==> config.mk <==
export PLATFORM = sky130hd
export DESIGN_NAME = msac_ctrl
export DESIGN_NICKNAME = d
export VERILOG_FILES = /design/src/rtl/msac_pkg.sv /design/src/rtl/msac_ctrl.sv /design/src/rtl/msac_xfer.sv
export VERILOG_INCLUDE_DIRS = /design/src /design/src/rtl
export SDC_FILE = /design/constraint.sdc
export NUM_CORES = 1
export LEC_CHECK = 0
export BUFFER_PORTS_ARGS = -buffer_cell sky130_fd_sc_hd__buf_2
export CORE_AREA = 2 2 116 118
export CTS_CLUSTER_SIZE = 12
export DETAILED_ROUTE_END_ITERATION = 10
export DIE_AREA = 0 0 118 120
export PLACE_DENSITY = 0.7
export SLEW_MARGIN = 20
export SYNTH_ARGS = -nofsm -noshare
export SYNTH_HDL_FRONTEND = slang
export SYNTH_SLANG_ARGS = --single-unit
==> constraint.sdc <==
create_clock -name CLK -period 3.05 [get_ports CLK]
set_input_delay 0.61 -clock CLK [delete_from_list [all_inputs] [get_ports CLK]]
set_output_delay 0.61 -clock CLK [all_outputs]
set_load 0.005 [all_outputs]
==> src/rtl/msac_defines.svh <==
// Purpose: constants of the motor setup and auto-tune controller
// Assumes: object entries are 32-bit words addressed by 16-bit index and 8-bit subindex
// Notes:   definitions only
`ifndef MSAC_DEFINES_SVH
`define MSAC_DEFINES_SVH

// ----------------------------------------------------------------
// object entry indexes and subindexes
// ----------------------------------------------------------------
`define MSAC_IDX_IP_CFG      16'h2010
`define MSAC_IDX_IP_ADDR     16'h2011
`define MSAC_IDX_IP_MASK     16'h2012
`define MSAC_IDX_POLE_PAIRS  16'h2030
`define MSAC_IDX_MAX_CURRENT 16'h2031
`define MSAC_IDX_BLDC_CUR    16'h203B
`define MSAC_IDX_ENC_CFG     16'h2059
`define MSAC_IDX_PROG_CTRL   16'h2300
`define MSAC_IDX_SUBMODE     16'h3202
`define MSAC_IDX_CTRLWORD    16'h6040
`define MSAC_IDX_STATWORD    16'h6041
`define MSAC_IDX_OP_MODE     16'h6060
`define MSAC_SUB_00          8'h00
`define MSAC_SUB_01          8'h01
`define MSAC_SUB_02          8'h02

// ----------------------------------------------------------------
// values written
// ----------------------------------------------------------------
`define MSAC_IP_STATIC       32'h00000001
`define MSAC_IP_DHCP         32'h00000000
`define MSAC_SUB_STEP_PLAIN  32'h00000000
`define MSAC_SUB_STEP_CURRED 32'h00000008
`define MSAC_SUB_STEP_BRAKE  32'h0000000C
`define MSAC_SUB_BLDC        32'h00000041
`define MSAC_SUB_BLDC_BRAKE  32'h00000044
`define MSAC_MODE_AUTOSETUP  32'h000000FE
`define MSAC_CW_SHUTDOWN     32'h00000006
`define MSAC_CW_SWITCH_ON    32'h00000007
`define MSAC_CW_OP_ENABLE    32'h0000000F
`define MSAC_CW_START        32'h0000001F

// ----------------------------------------------------------------
// bit positions in read words
// ----------------------------------------------------------------
`define MSAC_PROG_RUN_BIT    0
`define MSAC_SW_DONE_BIT     12
`define MSAC_SW_INDEX_BIT    10

// ----------------------------------------------------------------
// sequence steps and counts
// ----------------------------------------------------------------
`define MSAC_ST_IP_ADDR      5'h00
`define MSAC_ST_IP_MASK      5'h01
`define MSAC_ST_IP_CFG       5'h02
`define MSAC_ST_POLES        5'h03
`define MSAC_ST_MAXCUR       5'h04
`define MSAC_ST_RATED        5'h05
`define MSAC_ST_PEAK_MS      5'h06
`define MSAC_ST_SUBMODE      5'h07
`define MSAC_ST_ENC          5'h08
`define MSAC_ST_PROG_CHK     5'h09
`define MSAC_ST_MODE         5'h0A
`define MSAC_ST_CW_SHUT      5'h0B
`define MSAC_ST_CW_ON        5'h0C
`define MSAC_ST_CW_EN        5'h0D
`define MSAC_ST_CW_START     5'h0E
`define MSAC_ST_POLL         5'h0F
`define MSAC_ST_CW_STOP      5'h10
`define MSAC_ST_LAST         5'h10
`define MSAC_POLL_LIMIT      16'hFFFF

`endif

==> src/rtl/msac_pkg.sv <==
// Purpose: types of the motor setup and auto-tune controller
// Assumes: constants live in msac_defines.svh
// Notes:   nothing is imported by users
package msac_pkg;

  typedef enum logic [1:0] {
    MSAC_IDLE  = 2'b00,
    MSAC_ISSUE = 2'b01,
    MSAC_WAIT  = 2'b10
  } msac_state_t;

  typedef logic [4:0] msac_step_t;

endpackage : msac_pkg

==> src/rtl/msac_ctrl.sv <==
// Purpose: master-side sequencer that configures a motor drive and runs its auto setup
// Assumes: device object entry port with held request and one-cycle ack
// Notes:   one access in flight at a time
//
// Functional notes
// - Every entry is reached by a 16-bit index and 8-bit subindex.
// - Static address written to entries, then static bit disables DHCP.
// - Master writes pole pair count into 2030h:00h.
// - Submode 3202h: 41h selects BLDC, bit 3 stepper current reduction.
// - Brake: 0Ch stepper with brake and reduction, 44h BLDC with brake.
// - Encoder config 2059h codes 0 to 3 for supply and signalling.
// - BLDC 203Bh:01h rated mA, 203Bh:02h peak duration ms, start 100.
// - 2031h:00h in mA: stepper rated, BLDC peak current.
// - Program execution must be stopped, 2300h bit 0 zero, before start.
// - Write FEh to 6060h, enable operation, set controlword bit 4.
`timescale 1ns/1ps
`default_nettype none
`include "msac_defines.svh"

module msac_ctrl #(
  parameter logic [15:0] POLL_LIMIT = `MSAC_POLL_LIMIT
) (
  input  wire logic        CLK,
  input  wire logic        RST,
  input  wire logic        START,
  input  wire logic        STATIC_IP_EN,
  input  wire logic [31:0] STATIC_IP,
  input  wire logic [31:0] STATIC_MASK,
  input  wire logic        MOTOR_BLDC,
  input  wire logic        HAS_BRAKE,
  input  wire logic        CUR_REDUCE,
  input  wire logic        HAS_ENCODER,
  input  wire logic [1:0]  ENC_CODE,
  input  wire logic [31:0] POLE_PAIRS,
  input  wire logic [31:0] MAX_CURRENT_MA,
  input  wire logic [31:0] RATED_MA,
  input  wire logic [31:0] PEAK_MS,
  output logic             BUSY,
  output logic             DONE,
  output logic             FAIL,
  output logic             PROG_RUNNING,
  output logic             INDEX_FOUND,
  output logic             CLOSED_LOOP_OK,
  output logic             OD_REQ,
  output logic             OD_WR,
  output logic [15:0]      OD_INDEX,
  output logic [7:0]       OD_SUB,
  output logic [31:0]      OD_WDATA,
  input  wire logic        OD_ACK,
  input  wire logic        OD_ERR,
  input  wire logic [31:0] OD_RDATA
);

  msac_pkg::msac_state_t state_q, state_d;
  msac_pkg::msac_step_t  step_q,  step_d;
  logic [15:0]           poll_q,  poll_d;
  logic                  done_q,  done_d;
  logic                  fail_q,  fail_d;
  logic                  prun_q,  prun_d;
  logic                  idxf_q,  idxf_d;
  logic                  clok_q,  clok_d;

  logic                  s_wr;
  logic                  s_skip;
  logic [15:0]           s_idx;
  logic [7:0]            s_sub;
  logic [31:0]           s_data;
  logic                  x_go;
  logic                  x_done;
  logic                  x_err;
  logic [31:0]           x_rdata;
  logic [31:0]           submode;

  // ----------------------------------------------------------------
  // motor drive submode code
  // ----------------------------------------------------------------
  always_comb
  begin
    if (MOTOR_BLDC)
      submode = HAS_BRAKE ? `MSAC_SUB_BLDC_BRAKE : `MSAC_SUB_BLDC;
    else if (HAS_BRAKE)
      submode = `MSAC_SUB_STEP_BRAKE;
    else
      submode = CUR_REDUCE ? `MSAC_SUB_STEP_CURRED : `MSAC_SUB_STEP_PLAIN;
  end

  // ----------------------------------------------------------------
  // step decode
  // ----------------------------------------------------------------
  always_comb
  begin
    s_wr   = 1'b1;
    s_skip = 1'b0;
    s_idx  = `MSAC_IDX_CTRLWORD;
    s_sub  = `MSAC_SUB_00;
    s_data = `MSAC_CW_OP_ENABLE;
    unique case (step_q)
      `MSAC_ST_IP_ADDR:
      begin
        s_idx  = `MSAC_IDX_IP_ADDR;
        s_data = STATIC_IP;
        s_skip = !STATIC_IP_EN;
      end
      `MSAC_ST_IP_MASK:
      begin
        s_idx  = `MSAC_IDX_IP_MASK;
        s_data = STATIC_MASK;
        s_skip = !STATIC_IP_EN;
      end
      `MSAC_ST_IP_CFG:
      begin
        s_idx  = `MSAC_IDX_IP_CFG;
        s_data = STATIC_IP_EN ? `MSAC_IP_STATIC : `MSAC_IP_DHCP;
      end
      `MSAC_ST_POLES:
      begin
        s_idx  = `MSAC_IDX_POLE_PAIRS;
        s_data = POLE_PAIRS;
      end
      `MSAC_ST_MAXCUR:
      begin
        s_idx  = `MSAC_IDX_MAX_CURRENT;
        s_data = MAX_CURRENT_MA;
      end
      `MSAC_ST_RATED:
      begin
        s_idx  = `MSAC_IDX_BLDC_CUR;
        s_sub  = `MSAC_SUB_01;
        s_data = RATED_MA;
        s_skip = !MOTOR_BLDC;
      end
      `MSAC_ST_PEAK_MS:
      begin
        s_idx  = `MSAC_IDX_BLDC_CUR;
        s_sub  = `MSAC_SUB_02;
        s_data = PEAK_MS;
        s_skip = !MOTOR_BLDC;
      end
      `MSAC_ST_SUBMODE:
      begin
        s_idx  = `MSAC_IDX_SUBMODE;
        s_data = submode;
      end
      `MSAC_ST_ENC:
      begin
        s_idx  = `MSAC_IDX_ENC_CFG;
        s_data = {30'h00000000, ENC_CODE};
        s_skip = !HAS_ENCODER;
      end
      `MSAC_ST_PROG_CHK:
      begin
        s_wr   = 1'b0;
        s_idx  = `MSAC_IDX_PROG_CTRL;
        s_data = 32'h00000000;
      end
      `MSAC_ST_MODE:
      begin
        s_idx  = `MSAC_IDX_OP_MODE;
        s_data = `MSAC_MODE_AUTOSETUP;
      end
      `MSAC_ST_CW_SHUT:  s_data = `MSAC_CW_SHUTDOWN;
      `MSAC_ST_CW_ON:    s_data = `MSAC_CW_SWITCH_ON;
      `MSAC_ST_CW_EN:    s_data = `MSAC_CW_OP_ENABLE;
      `MSAC_ST_CW_START: s_data = `MSAC_CW_START;
      `MSAC_ST_POLL:
      begin
        s_wr   = 1'b0;
        s_idx  = `MSAC_IDX_STATWORD;
        s_data = 32'h00000000;
      end
      `MSAC_ST_CW_STOP:  s_data = `MSAC_CW_OP_ENABLE;
      default:           s_skip = 1'b1;
    endcase
  end

  // ----------------------------------------------------------------
  // sequencer
  // ----------------------------------------------------------------
  always_comb
  begin
    state_d = state_q;
    step_d  = step_q;
    poll_d  = poll_q;
    done_d  = done_q;
    fail_d  = fail_q;
    prun_d  = prun_q;
    idxf_d  = idxf_q;
    clok_d  = clok_q;
    x_go    = 1'b0;
    unique case (state_q)
      msac_pkg::MSAC_IDLE:
      begin
        if (START)
        begin
          state_d = msac_pkg::MSAC_ISSUE;
          step_d  = `MSAC_ST_IP_ADDR;
          poll_d  = 16'h0000;
          done_d  = 1'b0;
          fail_d  = 1'b0;
          prun_d  = 1'b0;
          idxf_d  = 1'b0;
          clok_d  = 1'b0;
        end
      end
      msac_pkg::MSAC_ISSUE:
      begin
        if (s_skip)
          step_d = step_q + 5'h01;
        else
        begin
          x_go    = 1'b1;
          state_d = msac_pkg::MSAC_WAIT;
        end
      end
      msac_pkg::MSAC_WAIT:
      begin
        if (x_done)
        begin
          state_d = msac_pkg::MSAC_ISSUE;
          step_d  = step_q + 5'h01;
          if (x_err)
          begin
            state_d = msac_pkg::MSAC_IDLE;
            fail_d  = 1'b1;
            done_d  = 1'b1;
          end
          else if (step_q == `MSAC_ST_PROG_CHK && x_rdata[`MSAC_PROG_RUN_BIT])
          begin
            state_d = msac_pkg::MSAC_IDLE;
            prun_d  = 1'b1;
            fail_d  = 1'b1;
            done_d  = 1'b1;
          end
          else if (step_q == `MSAC_ST_POLL && !x_rdata[`MSAC_SW_DONE_BIT])
          begin
            step_d = step_q;
            poll_d = poll_q + 16'h0001;
            if (poll_q == POLL_LIMIT)
            begin
              state_d = msac_pkg::MSAC_IDLE;
              fail_d  = 1'b1;
              done_d  = 1'b1;
            end
          end
          else if (step_q == `MSAC_ST_POLL)
            idxf_d = x_rdata[`MSAC_SW_INDEX_BIT];
          else if (step_q == `MSAC_ST_LAST)
          begin
            state_d = msac_pkg::MSAC_IDLE;
            done_d  = 1'b1;
            clok_d  = 1'b1;
          end
        end
      end
      default:
        state_d = msac_pkg::MSAC_IDLE;
    endcase
  end

  always_ff @(posedge CLK)
  begin
    if (RST)
    begin
      state_q <= msac_pkg::MSAC_IDLE;
      step_q  <= 5'h00;
      poll_q  <= 16'h0000;
      done_q  <= 1'b0;
      fail_q  <= 1'b0;
      prun_q  <= 1'b0;
      idxf_q  <= 1'b0;
      clok_q  <= 1'b0;
    end
    else
    begin
      state_q <= state_d;
      step_q  <= step_d;
      poll_q  <= poll_d;
      done_q  <= done_d;
      fail_q  <= fail_d;
      prun_q  <= prun_d;
      idxf_q  <= idxf_d;
      clok_q  <= clok_d;
    end
  end

  msac_xfer u_xfer (
    .clk      (CLK),
    .rst      (RST),
    .go       (x_go),
    .wr       (s_wr),
    .index    (s_idx),
    .sub      (s_sub),
    .wdata    (s_data),
    .od_req   (OD_REQ),
    .od_wr    (OD_WR),
    .od_index (OD_INDEX),
    .od_sub   (OD_SUB),
    .od_wdata (OD_WDATA),
    .od_ack   (OD_ACK),
    .od_err   (OD_ERR),
    .od_rdata (OD_RDATA),
    .done     (x_done),
    .err      (x_err),
    .rdata    (x_rdata)
  );

  assign BUSY           = (state_q != msac_pkg::MSAC_IDLE);
  assign DONE           = done_q;
  assign FAIL           = fail_q;
  assign PROG_RUNNING   = prun_q;
  assign INDEX_FOUND    = idxf_q;
  assign CLOSED_LOOP_OK = clok_q;

endmodule : msac_ctrl

`default_nettype wire

==> src/rtl/msac_xfer.sv <==
// Purpose: one object entry access toward the device
// Assumes: device answers each held request with a one-cycle ack
// Notes:   request outputs and read data come from flip-flops
`timescale 1ns/1ps
`default_nettype none

module msac_xfer (
  input  wire logic        clk,
  input  wire logic        rst,
  input  wire logic        go,
  input  wire logic        wr,
  input  wire logic [15:0] index,
  input  wire logic [7:0]  sub,
  input  wire logic [31:0] wdata,
  output logic             od_req,
  output logic             od_wr,
  output logic [15:0]      od_index,
  output logic [7:0]       od_sub,
  output logic [31:0]      od_wdata,
  input  wire logic        od_ack,
  input  wire logic        od_err,
  input  wire logic [31:0] od_rdata,
  output logic             done,
  output logic             err,
  output logic [31:0]      rdata
);

  logic        req_q,   req_d;
  logic        wr_q,    wr_d;
  logic [15:0] idx_q,   idx_d;
  logic [7:0]  sub_q,   sub_d;
  logic [31:0] wdat_q,  wdat_d;
  logic [31:0] rdat_q,  rdat_d;
  logic        done_q,  done_d;
  logic        err_q,   err_d;

  // ----------------------------------------------------------------
  // request hold and answer capture
  // ----------------------------------------------------------------
  always_comb
  begin
    req_d  = req_q;
    wr_d   = wr_q;
    idx_d  = idx_q;
    sub_d  = sub_q;
    wdat_d = wdat_q;
    rdat_d = rdat_q;
    err_d  = err_q;
    done_d = 1'b0;
    if (!req_q && go)
    begin
      req_d  = 1'b1;
      wr_d   = wr;
      idx_d  = index;
      sub_d  = sub;
      wdat_d = wdata;
    end
    else if (req_q && od_ack)
    begin
      req_d  = 1'b0;
      rdat_d = od_rdata;
      err_d  = od_err;
      done_d = 1'b1;
    end
  end

  always_ff @(posedge clk)
  begin
    if (rst)
    begin
      req_q  <= 1'b0;
      wr_q   <= 1'b0;
      idx_q  <= 16'h0000;
      sub_q  <= 8'h00;
      wdat_q <= 32'h00000000;
      rdat_q <= 32'h00000000;
      done_q <= 1'b0;
      err_q  <= 1'b0;
    end
    else
    begin
      req_q  <= req_d;
      wr_q   <= wr_d;
      idx_q  <= idx_d;
      sub_q  <= sub_d;
      wdat_q <= wdat_d;
      rdat_q <= rdat_d;
      done_q <= done_d;
      err_q  <= err_d;
    end
  end

  assign od_req   = req_q;
  assign od_wr    = wr_q;
  assign od_index = idx_q;
  assign od_sub   = sub_q;
  assign od_wdata = wdat_q;
  assign done     = done_q;
  assign err      = err_q;
  assign rdata    = rdat_q;

endmodule : msac_xfer

`default_nettype wire

# --- Word-level counts from Yosys, hierarchy flattened ---
# Index checks and enable logic that the tools add are counted.
totals:
  reg_bits: 101
  inputBits: 236
  output_inout_bits: 64
classes:
  n_addsub: 2
  eq_ne: 37
  muxes: 67
  bitwise_logic: 1
  n_reduce_logical: 29
op_table:
  columns: ["cell", "n"]
  rows:
  - ["$pmux 32 s14", 1]
  - ["$pmux 15 s11", 1]
  - ["$mux 16", 5]
  - ["$eq 5x4->1 const B", 8]
  - ["$mux 1", 34]
  - ["$pmux 16 s2", 1]
  - ["$mux 5", 6]
  - ["$ne 2x2->1 const B", 11]
  - ["$eq 5x3->1 const B", 4]
  - ["$add 16x1->16 const B", 1]
  - ["$eq 16x16->1 const B", 1]
  - ["$ne 5x4->1 const B", 3]
  - ["$pmux 5 s3", 1]
  - ["$reduce_and 5->1", 3]
  - ["$mux 2", 6]
  - ["$ne 4x3->1 const B", 3]
  - ["$reduce_and 6->1", 2]
  - ["$reduce_or 12->1", 1]
  - ["$eq 5x2->1 const B", 2]
  - ["$pmux 1 s2", 5]
  - ["$mux 4", 2]
  - ["$reduce_and 8->1", 1]
  - ["$reduce_or 2->1", 4]
  - ["$mux 7", 1]
  - ["20 further kinds", 29]

# --- Logic depth before layout (Yosys ltp) ---
depth:
  word_depth: 8
  ltp_mapped: 11
  depth_no_buf: 8

# --- By module ---
# A second synthesis with hierarchy kept.
unflattened:
  cells_unflattened: 837
  area_unflattened_um2: 7176.9
by_module_without_submodules:
  columns: ["mod", "instances", "cells_per_inst", "area_each_um2", "seq_area_each_um2"]
  rows:
  - ["msac_xfer", 1, 416, 4209.0, 1841.8]
  - ["msac_ctrl", 1, 421, 2967.8, 560.5]

# --- Worst setup path after synthesis ---
# Ideal clock, no wire load.
synth_path:
  path_kind: "register to register"
  startpoint: "reg step_q[3]"
  endpoint: "reg poll_q[7]"
  setup_time_ns: 0.071
  arrival_ns: 2.457
  required_ns: 2.979
  setup_slack_ns: 0.523
  stages_incl_launch_ff: 12
  path_cell_list: "dfxtp_1 buf_2 buf_2 and3_1 ha_1 clkbuf_1 nand2b_1 a21oi_1 o2111ai_1 clkbuf_1 or3_1 a21oi_1"
synth_between:
  elab_chain_cells: 4
synth_lines:
  columns: ["item", "line", "rtl"]
  rows:
  - ["start: declaration", "msac_ctrl.sv:55", "msac_pkg::msac_step_t step_q, step_d;"]
  - ["start signal: assignment", "msac_ctrl.sv:276", "step_q <= step_d;"]
  - ["$eq 5x4->1", null, null]
  - ["$logic_and 1x1->1 (on tied branches)", "msac_ctrl.sv:234, msac_ctrl.sv:227", null]
  - ["$ne 2x2->1 (no line)", null, null]
  - ["$reduce_and 6->1 (no line) (*)", null, null]
  - ["end signal: assignment", "msac_ctrl.sv:277", "poll_q <= poll_d;"]
  - ["end: declaration", "msac_ctrl.sv:56", "logic [15:0] poll_q, poll_d;"]
# Every way passes the cells marked *; elsewhere a longest branch is shown, timed or not.
# A chain may end at the register's enable or synchronous reset.

# --- Worst setup path after layout ---
layout_path:
  startpoint: "reg step_q[0]"
  endpoint: "reg u_xfer.wdat_q[16], in the netlist u_xfer.od_wdata[16]"
layout_between:
  elab_chain_cells: 6
layout_lines:
  columns: ["item", "line", "rtl"]
  rows:
  - ["$eq 5x4->1 (tied with other cells)", "msac_ctrl.sv:97", "unique case (step_q)"]
  - ["$reduce_or 12->1 (no line) / $reduce_or 2->1 (equally long branches)", null, null]
  - ["$pmux 1 s4", "msac_ctrl.sv:97", null]
  - ["$mux 1", "msac_ctrl.sv:207", "if (s_skip)"]
  - ["$mux 1", "msac_ctrl.sv:190", "unique case (state_q)"]
  - ["$logic_and 1x1->1", "msac_xfer.sv:50", "if (!req_q && go)"]
  - ["end signal: assignment", "msac_xfer.sv:86", "wdat_q <= wdat_d;"]
  - ["end: declaration", "msac_xfer.sv:32", "logic [31:0] wdat_q, wdat_d;"]
# Several ways; a longest one is shown, not always the timed one.

==> impl_metrics.toml <==
[sta]
grt_setup_unrepaired = "false"
hold_viol = 0
slew_violations = 0
clock_skew_ns = 0.00477
finalSetupViolCount = 0
min_period_over_period_pct = 90.2
tightest_hold_margin_ns = 0.458
setup_tns_ns = 0
maxClockFrequency_ghz = 0.363
layout_min_cycle_time_ns = 2.75
tightestPinTransition_ns = 0.927
maxSlewHeadroom_pct = 38.0

[critical_path]
worst-r2r-setup-slack_ns = 0.30
worst-path-max-fanout = 18
critical_path.cell_chain = "inv_1 > ha_1 > buf_4 > nor4b_4 > buf_4 > a22oi_1 > nand2_1 > a221oi_1 > a211oi_1"
critPathKind = "reg2reg"
cpMostUsedCell = "sky130_fd_sc_hd__buf_4"
worstReg2RegStart = "step_q[0]$_SDFFE_PP0P_"
arrival_time_worst_endpoint_ns = 3.00
r2r-end = "u_xfer.od_wdata[16]$_SDFFE_PP0P_"
cpPeakStageDelay_ns = 0.74
worstSetupStartpoint = "step_q[0]$_SDFFE_PP0P_"
reg2regPathDepth = 9
cp-endpoint = "u_xfer.od_wdata[16]$_SDFFE_PP0P_"
crit_buf_inv = 3
crit_required_ns = 3.29
startpoint_type = "flip-flop"
endpoint_kind = "flip-flop"
worst_path_max_delay_cell = "sky130_fd_sc_hd__nor4b_4"
worst_path_dominant_cell_family = "simple AND/OR/NAND/NOR gates"
worst_path_depth = 9

[placed_design]
globalplace.congestion = 0.868
detailed_place_hpwl_um = 15700
numPlacedInstances = 1012
placed_area_mm2 = 0.00644
port-buffer-count = 259

[logic_synthesis]
syn-cell-area_mm2 = 0.00496
ys_async_sr_fraction_pct = 0
ys_dominant_reg_cell = "sky130_fd_sc_hd__dfxtp_1"
synth-seq-cells = 80
synthCells = 610
proportion_of_synthesized_chip_area_in_sequential_cells_pct = 32.3
ys_warn_count = 0
synth.cells.most_frequent = "sky130_fd_sc_hd__dfxtp_1 (80), sky130_fd_sc_hd__a21oi_1 (72), sky130_fd_sc_hd__a22oi_1 (52), sky130_fd_sc_hd__nand2_1 (52)"
post-synth-top-area-fraction_pct = 32.3
ys_top_cells_by_area = "sky130_fd_sc_hd__dfxtp_1 (32%), sky130_fd_sc_hd__a22oi_1 (7.9%), sky130_fd_sc_hd__a21oi_1 (7.3%)"
synth.largest_area_cell = "sky130_fd_sc_hd__dfxtp_1"
synth.distinct_cells = 64
count_of_flip_flops_with_a_built_in_enable_after_synthesis = 0
dominant_cell_by_count_in_the_synthesized_netlist = "sky130_fd_sc_hd__dfxtp_1"
syn_area_per_cell_um2 = 8.12

[flow_run]
max_cap_violations = 0

[die]
initial_core_util_pct = 38.2
die_area_mm2 = 0.0142
fp.dieH_um = 120
num_rows = 42
die_w_um = 118
core_region_area_mm2 = 0.0130
io_pins = 300

[pwr]
ir_worst_vdd_uv = 440
post-layout-total-power_mw = 4.82
p_clk_share_pct = 24.0
pwr_density_cell_mw_per_mm2 = 714
switchingPower_mw = 1.86
cellInternalPower_mw = 2.96
netSwitchingFraction_pct = 38.6
power.share.sequential_pct = 29.5
logic_pwr_share_pct = 46.5
leakage_nw = 2.91

[drt]
post-route-drc-count = 0
vias_per_cell = 5.71
drt-pass1-iter-count = 6
drt-wirelength-per-cell_um = 19.6
initialDrtViolationCount = 626
drt-total-wl_um = 20100
via_count = 5877
detail-route-antenna-nets = 0

[global_route]
grt_first_pass_wirelength_um = 30400
grt.total_usage_pct = 27.5
antenna_found_initial = 3
pin_count_of_the_biggest_net_entering_global_routing = 56
globalRoute.totalOverflow = 0
vias_in_the_first_global_route = 5510

[run_status]
status = "finished clean"

[finish]
fillerInstances = 1329
ratio_of_cells_with_drive_above_1_in_the_final_layout_pct = 36.9
layout.nets = 1093
number_of_standard_cells_in_the_layout_taps_in_and_fillers_out = 1029
finish.instance_area_mm2 = 0.00676
area_delta_synth_final_pct = 36.4

[cts]
worst_skew_pair.late_latency_ns = 0.33
post_cts.resized_instances = 0
post_cts.repair.setup_buffers = 0
tritoncts_num_sinks = 80
cts_tree = "built"
cts-root-to-sink-buffers = 2
postCtsHoldBufs = 0
cts_root_buffer = "sky130_fd_sc_hd__clkbuf_16"
cts-buffers-inserted = 9
clk_transition_reported_paths_ns = 0.06
cts.htree.levels = 3

[min_path]
min-delay-path-class = "reg2reg"
-- area by class of cell --
| class | count | area, um^2 | share of cell area [%] |
|---|---|---|---|
| clock buffers | 13 | 250 | 3.70 |
| repair buffers | 284 | 1500 | 22.1 |
| inverters | 12 | 45.0 | 0.666 |
| multi-input cells | 460 | 3080 | 45.5 |
| well taps | 176 | 220 | 3.26 |
| diodes | 1 | 2.50 | 0.0370 |
| flip-flops and latches | 80 | 1600 | 23.7 |
| clock inverters | 3 | 65.1 | 0.962 |
-- cell families after synthesis --
logic type,Yosys count,synth area share [%]
compound gates,255,36.0
xor+xnor,2,0.354
fa+ha+maj,10,2.52
buf+inv,80,7.57
flops,80,32.3
mux,6,1.24
other cells,1,0.0757
simple gates,176,19.9
-- power groups by stage --
| stage | Combinational (mW) | Sequential (mW) | Clock (mW) |
|---|---|---|---|
| 3_5_place_dp | 2.22 | 1.44 | 0 |
| 2_1_floorplan | 1.41 | 1.43 | 0 |
| 6_report | 2.24 | 1.42 | 1.16 |
| 5_1_grt | 2.45 | 1.45 | 1.22 |
| 3_3_place_gp | 2.21 | 1.43 | 0 |
| 4_1_cts | 2.23 | 1.42 | 1.17 |
-- state kept, by name, summed over array words and instances, names as in the netlist, 2 cells and up --
register         cells
u_xfer.od_sub        2
u_xfer.od_wdata     32
poll_q              16
u_xfer.od_index     11
state_q              2
u_xfer.rdata         3
step_q               5
-- through the flow --
| step | utilization, % | setup WS [ns] |
|---|---|---|
| 6_report | 52.1 | 0.298 |
| 3_3_place_gp | 49.6 | 0.353 |
| 3_5_place_dp | 49.6 | 0.333 |
| 2_1_floorplan | - | 0.523 |
| 4_1_cts | 52.1 | 0.312 |
| 5_1_grt | 52.1 | 0.0588 |
-- tightest hold or removal path: stages, from the launching register on --
cell and delay (ns):
sky130_fd_sc_hd__dfxtp_1 0.30, sky130_fd_sc_hd__nand2_1 0.05, sky130_fd_sc_hd__a21oi_1 0.06
-- worst min path at each step --
stage	from	to	slack (ns)	cells past startpoint
2_1_floorplan	u_xfer.rdata[10]$_SDFFE_PP0P_	u_xfer.rdata[10]$_SDFFE_PP0P_	0.43	2
3_3_place_gp	u_xfer.od_wdata[3]$_SDFFE_PP0P_	u_xfer.od_wdata[3]$_SDFFE_PP0P_	0.44	2
3_5_place_dp	u_xfer.rdata[10]$_SDFFE_PP0P_	u_xfer.rdata[10]$_SDFFE_PP0P_	0.45	2
4_1_cts	u_xfer.rdata[10]$_SDFFE_PP0P_	u_xfer.rdata[10]$_SDFFE_PP0P_	0.46	2
5_1_grt	u_xfer.od_wdata[3]$_SDFFE_PP0P_	u_xfer.od_wdata[3]$_SDFFE_PP0P_	0.49	2
6_report	u_xfer.rdata[10]$_SDFFE_PP0P_	u_xfer.rdata[10]$_SDFFE_PP0P_	0.46	2
-- cell usage in the layout (no fill, tap or decap), types with 17 or more instances in the layout --
cell type	netlist	layout
sky130_fd_sc_hd__nand3_1	18	17
sky130_fd_sc_hd__buf_2	15	259
sky130_fd_sc_hd__a22oi_1	52	52
sky130_fd_sc_hd__a21oi_1	72	72
sky130_fd_sc_hd__buf_4	13	24
sky130_fd_sc_hd__nor2_1	23	23
sky130_fd_sc_hd__dfxtp_1	80	80
sky130_fd_sc_hd__a211oi_1	37	37
sky130_fd_sc_hd__nand2_1	52	52
sky130_fd_sc_hd__a221oi_1	29	29
sky130_fd_sc_hd__o21ai_0	20	20
-- routing by layer --
metal  track usage, %  wire length, um
met1             33.1             7890
met2             48.4            10100
met5                0               13
met4             8.28              467
met3             6.80             1600
(Power assumes the default switching activity.)
